**src/prgb_defines.svh**
```systemverilog
`ifndef PRGB_DEFINES_SVH
`define PRGB_DEFINES_SVH

// Line geometry in pixel clocks
`define PRGB_H_ACTIVE    800
`define PRGB_H_TOTAL     928
`define PRGB_H_TOTAL_MIN 889
`define PRGB_H_TOTAL_MAX 1143
`define PRGB_H_SYNC      48
`define PRGB_H_BLANK     88
`define PRGB_H_FPORCH    40
// Frame geometry in lines
`define PRGB_V_ACTIVE    480
`define PRGB_V_TOTAL     525
`define PRGB_V_TOTAL_MIN 513
`define PRGB_V_TOTAL_MAX 767
`define PRGB_V_SYNC      3
`define PRGB_V_BLANK     32
`define PRGB_V_FPORCH    13
// Pixel clock and core clock figures in MHz
`define PRGB_PCLK_TYP_MHZ 30
`define PRGB_PCLK_MAX_MHZ 50
`define PRGB_CORE_MHZ     250

`endif

```
**src/prgb_pkg.sv**
```systemverilog
package prgb_pkg;
    typedef logic [7:0]  prgb_comp_t;
    typedef logic [23:0] prgb_pixel_t;
    typedef logic [10:0] prgb_count_t;
    typedef enum logic [1:0] {
        PRGB_IDLE   = 2'b00,
        PRGB_ACTIVE = 2'b01,
        PRGB_DONE   = 2'b10
    } prgb_frame_state_t;
endpackage

```
**src/prgb_link_if.sv**
```systemverilog
`timescale 1ns/1ps
interface prgb_link_if;
    logic                pixel_clock_pin;
    logic                line_sync_in;
    logic                frame_sync_in;
    logic                pixel_valid_in;
    prgb_pkg::prgb_comp_t red_bus;
    prgb_pkg::prgb_comp_t green_bus;
    prgb_pkg::prgb_comp_t blue_bus;

    modport host (
        output pixel_clock_pin,
        output line_sync_in,
        output frame_sync_in,
        output pixel_valid_in,
        output red_bus,
        output green_bus,
        output blue_bus
    );
    modport panel (
        input pixel_clock_pin,
        input line_sync_in,
        input frame_sync_in,
        input pixel_valid_in,
        input red_bus,
        input green_bus,
        input blue_bus
    );
endinterface

```
**src/prgb_host.sv**
```systemverilog
`timescale 1ns/1ps
`include "prgb_defines.svh"
// Summary of operation
// Valid low means sync-only; else valid plus sync
// Valid strobe marks exactly the picture data clocks
// Continuous pixel clock, one pixel per clock
// Three 8-bit colour buses, 24 bits in all
// One line sync pulse per line
// One frame sync pulse per frame
// Exactly 800 active pixels per line
// Line total 889 to 1143 clocks, typical 928
// Line sync 1 to 255 clocks, typical 48
// Sync-only horizontal blanking is 88 clocks
// Front porch 1 to 255 clocks, typical 40
// Pixel clock at most 50 MHz, typical 30
// Exactly 480 active lines per frame
// Frame total 513 to 767 lines, typical 525
// Frame sync 3 to 255 lines, typical 3
// Sync-only vertical blanking is 32 lines
// Vertical front porch 1 to 255 lines
// Blanking counted from sync leading edge
// Panel ignores colour outside valid pixels
module prgb_host #(
    parameter int CLK_DIV  = 5,
    parameter int H_SYNC   = `PRGB_H_SYNC,
    parameter int H_FPORCH = `PRGB_H_FPORCH,
    parameter int V_SYNC   = `PRGB_V_SYNC,
    parameter int V_FPORCH = `PRGB_V_FPORCH
) (
    // Clock and reset
    input  wire logic            core_clk,
    input  wire logic            rst,
    // User side
    input  wire logic            use_valid,
    input  wire prgb_pkg::prgb_pixel_t pixel_data,
    output logic                 pixel_req,
    output logic                 frame_start,
    // Link
    prgb_link_if.host            link
);
    import prgb_pkg::*;

    localparam int H_TOTAL = `PRGB_H_BLANK + `PRGB_H_ACTIVE + H_FPORCH;
    localparam int V_TOTAL = `PRGB_V_BLANK + `PRGB_V_ACTIVE + V_FPORCH;

    initial begin
        if (CLK_DIV < 5 || CLK_DIV > 255) $error("CLK_DIV out of range");
        if (H_SYNC < 1 || H_SYNC > 255 || H_SYNC >= `PRGB_H_BLANK) $error("H_SYNC out of range");
        if (H_FPORCH < 1 || H_FPORCH > 255) $error("H_FPORCH out of range");
        if (H_TOTAL < `PRGB_H_TOTAL_MIN || H_TOTAL > `PRGB_H_TOTAL_MAX) $error("Line total out of range");
        if (V_SYNC < 3 || V_SYNC > 255 || V_SYNC >= `PRGB_V_BLANK) $error("V_SYNC out of range");
        if (V_FPORCH < 1 || V_FPORCH > 255) $error("V_FPORCH out of range");
        if (V_TOTAL < `PRGB_V_TOTAL_MIN || V_TOTAL > `PRGB_V_TOTAL_MAX) $error("Frame total out of range");
    end

    ////////////////////////////////////////////////////////////////////////////////
    // Pixel clock divider and counters
    logic [7:0]  div_reg,  div_next;
    logic        pclk_reg, pclk_next;
    prgb_count_t h_reg,    h_next;
    prgb_count_t v_reg,    v_next;
    logic        hs_reg,   hs_next;
    logic        vs_reg,   vs_next;
    logic        de_reg,   de_next;
    prgb_pixel_t rgb_reg,  rgb_next;
    logic        req_reg,  req_next;
    logic        fs_reg,   fs_next;
    logic        fall;
    logic        act;

    always_comb begin
        div_next  = div_reg;
        pclk_next = pclk_reg;
        h_next    = h_reg;
        v_next    = v_reg;
        hs_next   = hs_reg;
        vs_next   = vs_reg;
        de_next   = de_reg;
        rgb_next  = rgb_reg;
        req_next  = 1'b0;
        fs_next   = 1'b0;
        fall      = 1'b0;
        act       = 1'b0;
        // Free running divider, data change on falling edge
        if (div_reg == 8'((CLK_DIV + 1) / 2 - 1) && pclk_reg) begin
            div_next  = 8'h00;
            pclk_next = 1'b0;
            fall      = 1'b1;
        end else if (div_reg == 8'(CLK_DIV / 2 - 1) && !pclk_reg) begin
            div_next  = 8'h00;
            pclk_next = 1'b1;
        end else begin
            div_next = div_reg + 8'h01;
        end
        if (fall) begin
            if (h_reg == prgb_count_t'(H_TOTAL - 1)) begin
                h_next = '0;
                if (v_reg == prgb_count_t'(V_TOTAL - 1)) begin
                    v_next = '0;
                end else begin
                    v_next = v_reg + 11'h001;
                end
            end else begin
                h_next = h_reg + 11'h001;
            end
            hs_next = (h_next < prgb_count_t'(H_SYNC));
            vs_next = (v_next < prgb_count_t'(V_SYNC));
            act = (h_next >= prgb_count_t'(`PRGB_H_BLANK))
                && (h_next < prgb_count_t'(`PRGB_H_BLANK + `PRGB_H_ACTIVE))
                && (v_next >= prgb_count_t'(`PRGB_V_BLANK))
                && (v_next < prgb_count_t'(`PRGB_V_BLANK + `PRGB_V_ACTIVE));
            de_next  = use_valid & act;
            rgb_next = act ? pixel_data : 24'h000000;
            req_next = act;
            fs_next  = (h_next == '0) && (v_next == '0);
        end
    end

    always_ff @(posedge core_clk or posedge rst) begin
        if (rst) begin
            div_reg  <= 8'h00;
            pclk_reg <= 1'b0;
            h_reg    <= prgb_count_t'(H_TOTAL - 1);
            v_reg    <= prgb_count_t'(V_TOTAL - 1);
            hs_reg   <= 1'b0;
            vs_reg   <= 1'b0;
            de_reg   <= 1'b0;
            rgb_reg  <= 24'h000000;
            req_reg  <= 1'b0;
            fs_reg   <= 1'b0;
        end else begin
            div_reg  <= div_next;
            pclk_reg <= pclk_next;
            h_reg    <= h_next;
            v_reg    <= v_next;
            hs_reg   <= hs_next;
            vs_reg   <= vs_next;
            de_reg   <= de_next;
            rgb_reg  <= rgb_next;
            req_reg  <= req_next;
            fs_reg   <= fs_next;
        end
    end

    assign pixel_req            = req_reg;
    assign frame_start          = fs_reg;
    assign link.pixel_clock_pin = pclk_reg;
    assign link.line_sync_in    = hs_reg;
    assign link.frame_sync_in   = vs_reg;
    assign link.pixel_valid_in  = de_reg;
    assign link.red_bus         = rgb_reg[23:16];
    assign link.green_bus       = rgb_reg[15:8];
    assign link.blue_bus        = rgb_reg[7:0];
endmodule

```
**src/flat_wrapper.sv**
```systemverilog
// flat-port wrapper written by rule: the top's interface ports become plain ports
module prgb_host_flat import prgb_pkg::*;
#(
    parameter int CLK_DIV  = 5,
    parameter int H_SYNC   = `PRGB_H_SYNC,
    parameter int H_FPORCH = `PRGB_H_FPORCH,
    parameter int V_SYNC   = `PRGB_V_SYNC,
    parameter int V_FPORCH = `PRGB_V_FPORCH
)
  (core_clk, rst, use_valid, pixel_data, pixel_req, frame_start, link_pixel_clock_pin, link_line_sync_in, link_frame_sync_in, link_pixel_valid_in, link_red_bus, link_green_bus, link_blue_bus);
  prgb_link_if link_i ();
  input  wire logic core_clk;
  input  wire logic rst;
  input  wire logic use_valid;
  input  wire prgb_pkg::prgb_pixel_t pixel_data;
  output logic pixel_req;
  output logic frame_start;
  output wire logic [$bits(link_i.pixel_clock_pin)-1:0] link_pixel_clock_pin;
  output wire logic [$bits(link_i.line_sync_in)-1:0] link_line_sync_in;
  output wire logic [$bits(link_i.frame_sync_in)-1:0] link_frame_sync_in;
  output wire logic [$bits(link_i.pixel_valid_in)-1:0] link_pixel_valid_in;
  output wire logic [$bits(link_i.red_bus)-1:0] link_red_bus;
  output wire logic [$bits(link_i.green_bus)-1:0] link_green_bus;
  output wire logic [$bits(link_i.blue_bus)-1:0] link_blue_bus;
  assign link_pixel_clock_pin = link_i.pixel_clock_pin;
  assign link_line_sync_in = link_i.line_sync_in;
  assign link_frame_sync_in = link_i.frame_sync_in;
  assign link_pixel_valid_in = link_i.pixel_valid_in;
  assign link_red_bus = link_i.red_bus;
  assign link_green_bus = link_i.green_bus;
  assign link_blue_bus = link_i.blue_bus;
  prgb_host #(.CLK_DIV(CLK_DIV), .H_SYNC(H_SYNC), .H_FPORCH(H_FPORCH), .V_SYNC(V_SYNC), .V_FPORCH(V_FPORCH)) u_core (.core_clk(core_clk), .rst(rst), .use_valid(use_valid), .pixel_data(pixel_data), .pixel_req(pixel_req), .frame_start(frame_start), .link(link_i));
endmodule
```
**config.mk**
```make
export PLATFORM = sky130hd
export DESIGN_NAME = prgb_host_flat
export DESIGN_NICKNAME = d
export VERILOG_FILES = /design/src/prgb_pkg.sv /design/src/prgb_link_if.sv /design/src/prgb_host.sv /design/src/flat_wrapper.sv
export VERILOG_INCLUDE_DIRS = /design/src /design/src/src
export SDC_FILE = /design/constraint.sdc
export NUM_CORES = 1
export LEC_CHECK = 0
export ABC_AREA = 1
export BUFFER_PORTS_ARGS = -buffer_cell sky130_fd_sc_hd__buf_2
export CORE_ASPECT_RATIO = 1.5
export CORE_UTILIZATION = 30
export DETAILED_ROUTE_END_ITERATION = 10
export SETUP_SLACK_MARGIN = 0.5
export SYNTH_ARGS = -nofsm -noshare
export SYNTH_HDL_FRONTEND = slang
export SYNTH_SLANG_ARGS = --single-unit
```
**constraint.sdc**
```tcl
create_clock -name core_clk -period 5.8 [get_ports core_clk]
set_input_delay 1.16 -clock core_clk [delete_from_list [all_inputs] [get_ports core_clk]]
set_output_delay 1.16 -clock core_clk [all_outputs]
set_load 0.05 [all_outputs]
```
; Yosys cells after proc, flatten, opt, wreduce, memory -nomap -nowiden
; Index checks and enable logic that the tools add are counted.
[classes]
order_cmp = 6
addsub = 3
n_reduce_logical = 10
n_mux = 13
n_bitwise = 1
n_eq_ne = 4
[op_table]
columns = operator, n
row1 = 11-bit two-way mux, 5
row2 = 24-bit two-way mux, 1
row3 = 11-bit by 1-bit adder with 11-bit output (second input constant), 2
row4 = 11-bit by 10-bit equality test with 1-bit output (second input constant), 2
row5 = 11-bit logical NOT, 2
row6 = 11-bit by 10-bit < comparator with 1-bit output (second input constant), 2
row7 = 8-bit two-way mux, 2
row8 = 11-bit by 6-bit greater-or-equal comparator with 1-bit output (second input constant), 1
row9 = 11-bit by 7-bit greater-or-equal comparator with 1-bit output (second input constant), 1
row10 = 11-bit by 2-bit < comparator with 1-bit output (second input constant), 1
row11 = 11-bit by 6-bit < comparator with 1-bit output (second input constant), 1
row12 = 8-bit by 1-bit adder with 8-bit output (second input constant), 1
row13 = 8-bit by 1-bit equality test with 1-bit output (second input constant), 1
row14 = 8-bit by 2-bit equality test with 1-bit output (second input constant), 1
row15 = 1-bit logical AND, 6
row16 = 1-bit two-way mux, 5
row17 = 2-bit nonzero test, 1
row18 = 1-bit bitwise AND, 1
row19 = 1-bit logical NOT, 1
[word_totals]
output_inout_bits = 30
wordCells = 47
input_bits = 27
ff_bits = 60

; Longest topological paths before layout
[depth]
word_depth = 9
depth_mapped = 14
ltp_nobuf = 12

; Worst setup path after synthesis
; No wires, ideal clock.
[synth_path]
path_type = reg2reg
start = register u_core.h_reg[1]
end = register u_core.de_reg (netlist: u_core.link.pixel_valid_in)
setup_time_ns = 0.066
arrival_ns = 1.986
t_required_ns = 5.734
synth_period_minus_slack_ns = 2.052
path_buffers = 2
path_stages_with_launch = 14
setup_slack_ns = 3.748
path_cell_list = dfstp_2 ha_1 nand2_2 nor2_4 inv_2 nor2_4 buf_6 nand3_1 nand2_2 nand3_4 nor2_8 buf_6 nand4_1 nand2_1
[synth_between]
elab_chain_cells = 8
elab_cells_between_ends = 14
cone_classes = add/sub (1) / order compare (4) / eq/ne (1) / mux (4) / bitwise (1) / reduce/logical (3)
[synth_rtl]
columns = item, line_no
row1 = start: declaration, prgb_host.sv:60  ; prgb_count_t h_reg, h_next;
row2 = start signal: assignment, prgb_host.sv:123  ; h_reg <= prgb_count_t'(H_TOTAL - 1);
row3 = start signal: assignment, prgb_host.sv:134  ; h_reg <= h_next;
row4 = 11-bit by 1-bit adder with 11-bit output / 11-bit by 10-bit equality test with 1-bit output (equally long branches), "prgb_host.sv:104, prgb_host.sv:96"
row5 = 11-bit two-way mux, prgb_host.sv:96  ; if (h_reg == prgb_count_t'(H_TOTAL - 1)) begin
row6 = 11-bit two-way mux, prgb_host.sv:95  ; if (fall) begin
row7 = 11-bit by 7-bit greater-or-equal comparator with 1-bit output / 11-bit by 10-bit < comparator with 1-bit output (equally long branches), "prgb_host.sv:108, prgb_host.sv:109"
row8 = 1-bit logical AND (2 in series), prgb_host.sv:108  ; act = (h_next >= prgb_count_t'(`PRGB_H_BLANK))
row9 = 1-bit logical AND *, prgb_host.sv:108
row10 = 1-bit bitwise AND *, prgb_host.sv:112  ; de_next = use_valid & act;
row11 = end signal: assignment, prgb_host.sv:138  ; de_reg <= de_next;
row12 = end: declaration, prgb_host.sv:64  ; logic de_reg, de_next;
; Mark *: on every way between the ends. The rest lies on a longest branch, timed or not. The select of a mux whose other input is x is not followed.
; A chain may end at the register's enable or synchronous reset.

; Worst setup path in the final report
[layout_path]
start = register u_core.div_reg[0]
end = register u_core.rgb_reg[18]
[layout_between]
elab_chain_cells = 3
[layout_rtl]
columns = item, line_no
row1 = start: declaration, prgb_host.sv:58  ; logic [7:0] div_reg, div_next;
row2 = start signal: assignment, prgb_host.sv:132  ; div_reg <= div_next;
row3 = 8-bit by 2-bit equality test with 1-bit output, prgb_host.sv:85  ; if (div_reg == 8'((CLK_DIV + 1) / 2 - 1) && pclk_reg) begin
row4 = 1-bit logical AND, prgb_host.sv:85
row5 = 1-bit two-way mux, prgb_host.sv:85
row6 = end signal: assignment, prgb_host.sv:139  ; rgb_reg <= rgb_next;
row7 = end: declaration, prgb_host.sv:65  ; prgb_pixel_t rgb_reg, rgb_next;
; Every way passes these cells.

==> reports/qor.csv <==
metric,value,unit
rsz0062_at_grt,false,
grt_first_pass_wirelength,12.83,mm
synth_edf_count,0,
dr.pass1.iters,4,
cts_tree,built,
synthArstFlopShare,100.0,%
ir_worst_vdd,0.1338,mV
multi_input_area,0.001521,sq mm
holdWs,0.4706,ns
cp.arrival,3.23,ns
power_frac_comb,1.8,%
wl_met3,337,um
num-nets-final,503,
post-dp-hpwl,5.598,mm
nFillCells,1143,
setup_viol,0,
p_sw,194.4,uW
p_clk_share,55.2,%
synth.top_cell.area_share,37.35,%
cp-start-kind,register,
ant_nets,0,
port_buffers,56,
viasPerCell,4.646,
dr_wl_met2,3.957,mm
overflow,0,
fin_ws,2.831,ns
synth_flop_cell,dfrtp_1,
synth_cell_types,32,
required,6.07,ns
maxSlewViolCount,0,
post_cts_buffers,0,
ys_ff_latch,60,
dieArea,0.01137,sq mm
cts_root_buffer,clkbuf_16,
cts_resized,0,
holdBufCountCts,0,
p_leak,0.002080,uW
power,974.6,uW
synth_most_common_cell,nand2_1,
switching_share,19.95,%
max_slew.worst_pin.slew,0.8560,ns
globalplace.congestion,0.8659,
core-area,0.01059,sq mm
setup_tns,0,ns
cp-end-kind,register,
yosys-top-cells-area,"dfrtp_1, nand2_1, dfstp_2",
period_needed,2.969,ns
routed_wl,7.768,mm
clock_skew,0.004394,ns
clk_latency,0.33,ns
seqPwrFrac,43.1,%
drt_iter0_markers,126,
hold_viol,0,
rows,46,
cp_max_fo,53,
syn_nets,450,
die_h,130.1,um
wire_per_inst,12.57,um
final-seq-area,0.001515,sq mm
status,"finished, final reports clean",
cts-htree-levels,3,
grt_usage,14.77,%
syn_to_final_growth,20.92,%
yosys_warnings,0,
netlist_instances,416,
cap_violations,0,
top_layer_used,met4,
fmax,0.3369,GHz
drive_gt1_share,21.31,%
cts.path.max_buffers,2,
yosys.area.top_type,dfrtp_1,
io-pin-count,57,
postLayoutCellArea,0.003970,sq mm
die-width,87.42,um
syn_avg_cell_area,7.892,sq um
numClockSinks,60,
antenna_cells,0,
drc_errors,0,
grt_pass1_vias,2759,
grt_max_degree,61,
critical_path_class,reg2reg,
antenna_found_initial,0,
post_dp_cell_area,0.003666,sq mm
numCtsBuffers,9,
internal_power,780.2,uW
netlist_area,0.003283,sq mm
initial_utilization,31.00,%
holdCritPathClass,reg2reg,
ys_seq_area_share,46.15,%
relSlewSlack,42.79,%
cts.clk_slew.worst_paths,0.05,ns
post-place-ws,2.829,ns
vias,2871,
powerDensity,245.5,mW/mm^2
met1Wirelength,3.317,mm
finalCritPeriodShare,51.18,%
synth_common_cells,"nand2_1, dfrtp_1, inv_1",
largest_reg_flops,24,
==> per-layer routing <==
metal / track usage, % / vias up
li1: - / 1454
met1: 17.13 / 1340
met2: 25.00 / 68
met3: 4.111 / 9
met4: 7.040 / 0
met5: 0 / -
==> area by class of cell <==
class | count | share of cell area [%]
Sequential cell | 60 | 38.17
Tap cell | 144 | 4.538
Multi-Input combinational cell | 298 | 38.32
Clock inverter | 4 | 1.198
Timing Repair Buffer | 57 | 7.249
Inverter | 43 | 4.066
Clock buffer | 12 | 6.461
==> final timing paths <==
path | startpoint | end | slack (ns) | cells past startpoint
max | u_core.div_reg[0] | u_core.rgb_reg[18] | 2.83 | 10
min | u_core.div_reg[7] | u_core.div_reg[7] | 0.47 | 1
max reg2reg | u_core.div_reg[0] | u_core.rgb_reg[18] | 2.83 | 10
min reg2reg | u_core.div_reg[7] | u_core.div_reg[7] | 0.47 | 1
max in group asynchronous | rst | u_core.v_reg[10] | 4.25 | 3
min in group asynchronous | rst | u_core.div_reg[6] | 1.05 | 3
==> per-stage QoR <==
stage	std cells	utilization, %
2_1_floorplan	416	-
3_3_place_gp	602	34.62
3_5_place_dp	602	34.62
4_1_cts	618	37.49
5_1_grt	618	37.49
6_report	618	37.49
==> worst max-delay path, cell delays in order (launching register included) <==
cell and delay, ns:
dfrtp_1 0.41, inv_1 0.09, ha_1 0.15, nand2_1 0.08, nor3_4 0.60, inv_2 0.53
a21oi_2 0.33, nand3_4 0.12, nor2_8 0.31, nand4_1 0.14, nand2_1 0.09
==> placed cells by master, fill, tap and decap left out, types with 5 or more instances in the layout <==
| master | Yosys | final |
|---|---|---|
| nand3_1 | 29 | 29 |
| nand2_1 | 129 | 129 |
| ha_1 | 7 | 7 |
| inv_2 | 4 | 5 |
| nand4_1 | 32 | 32 |
| o21ai_1 | 8 | 8 |
| dfrtp_1 | 49 | 49 |
| o21ai_0 | 19 | 19 |
| xor2_1 | 9 | 9 |
| clkbuf_16 | 0 | 9 |
| nor2_1 | 35 | 35 |
| buf_2 | 5 | 56 |
| inv_1 | 39 | 38 |
| dfstp_2 | 11 | 11 |
==> power by group through the flow <==
stage	Combinational (uW)	Clock (uW)	Sequential [uW]
floorplan	6.13	0	426
global placement	18.2	0	426
detailed placement	18.3	0	426
CTS	18.3	554	419
global route	20.3	573	419
finish	17.4	538	420
==> kinds of logic (layout without fill, tap and decap cells) <==
family,after synthesis,count (layout),synth area share (%)
flops,60,60,46.15
simple gates,245,245,34.83
fa+ha+maj,7,7,2.668
compound gates,34,34,5.640
xor+xnor,12,12,3.201
buf+inv,58,116,7.507
(Power assumes the default switching activity.)
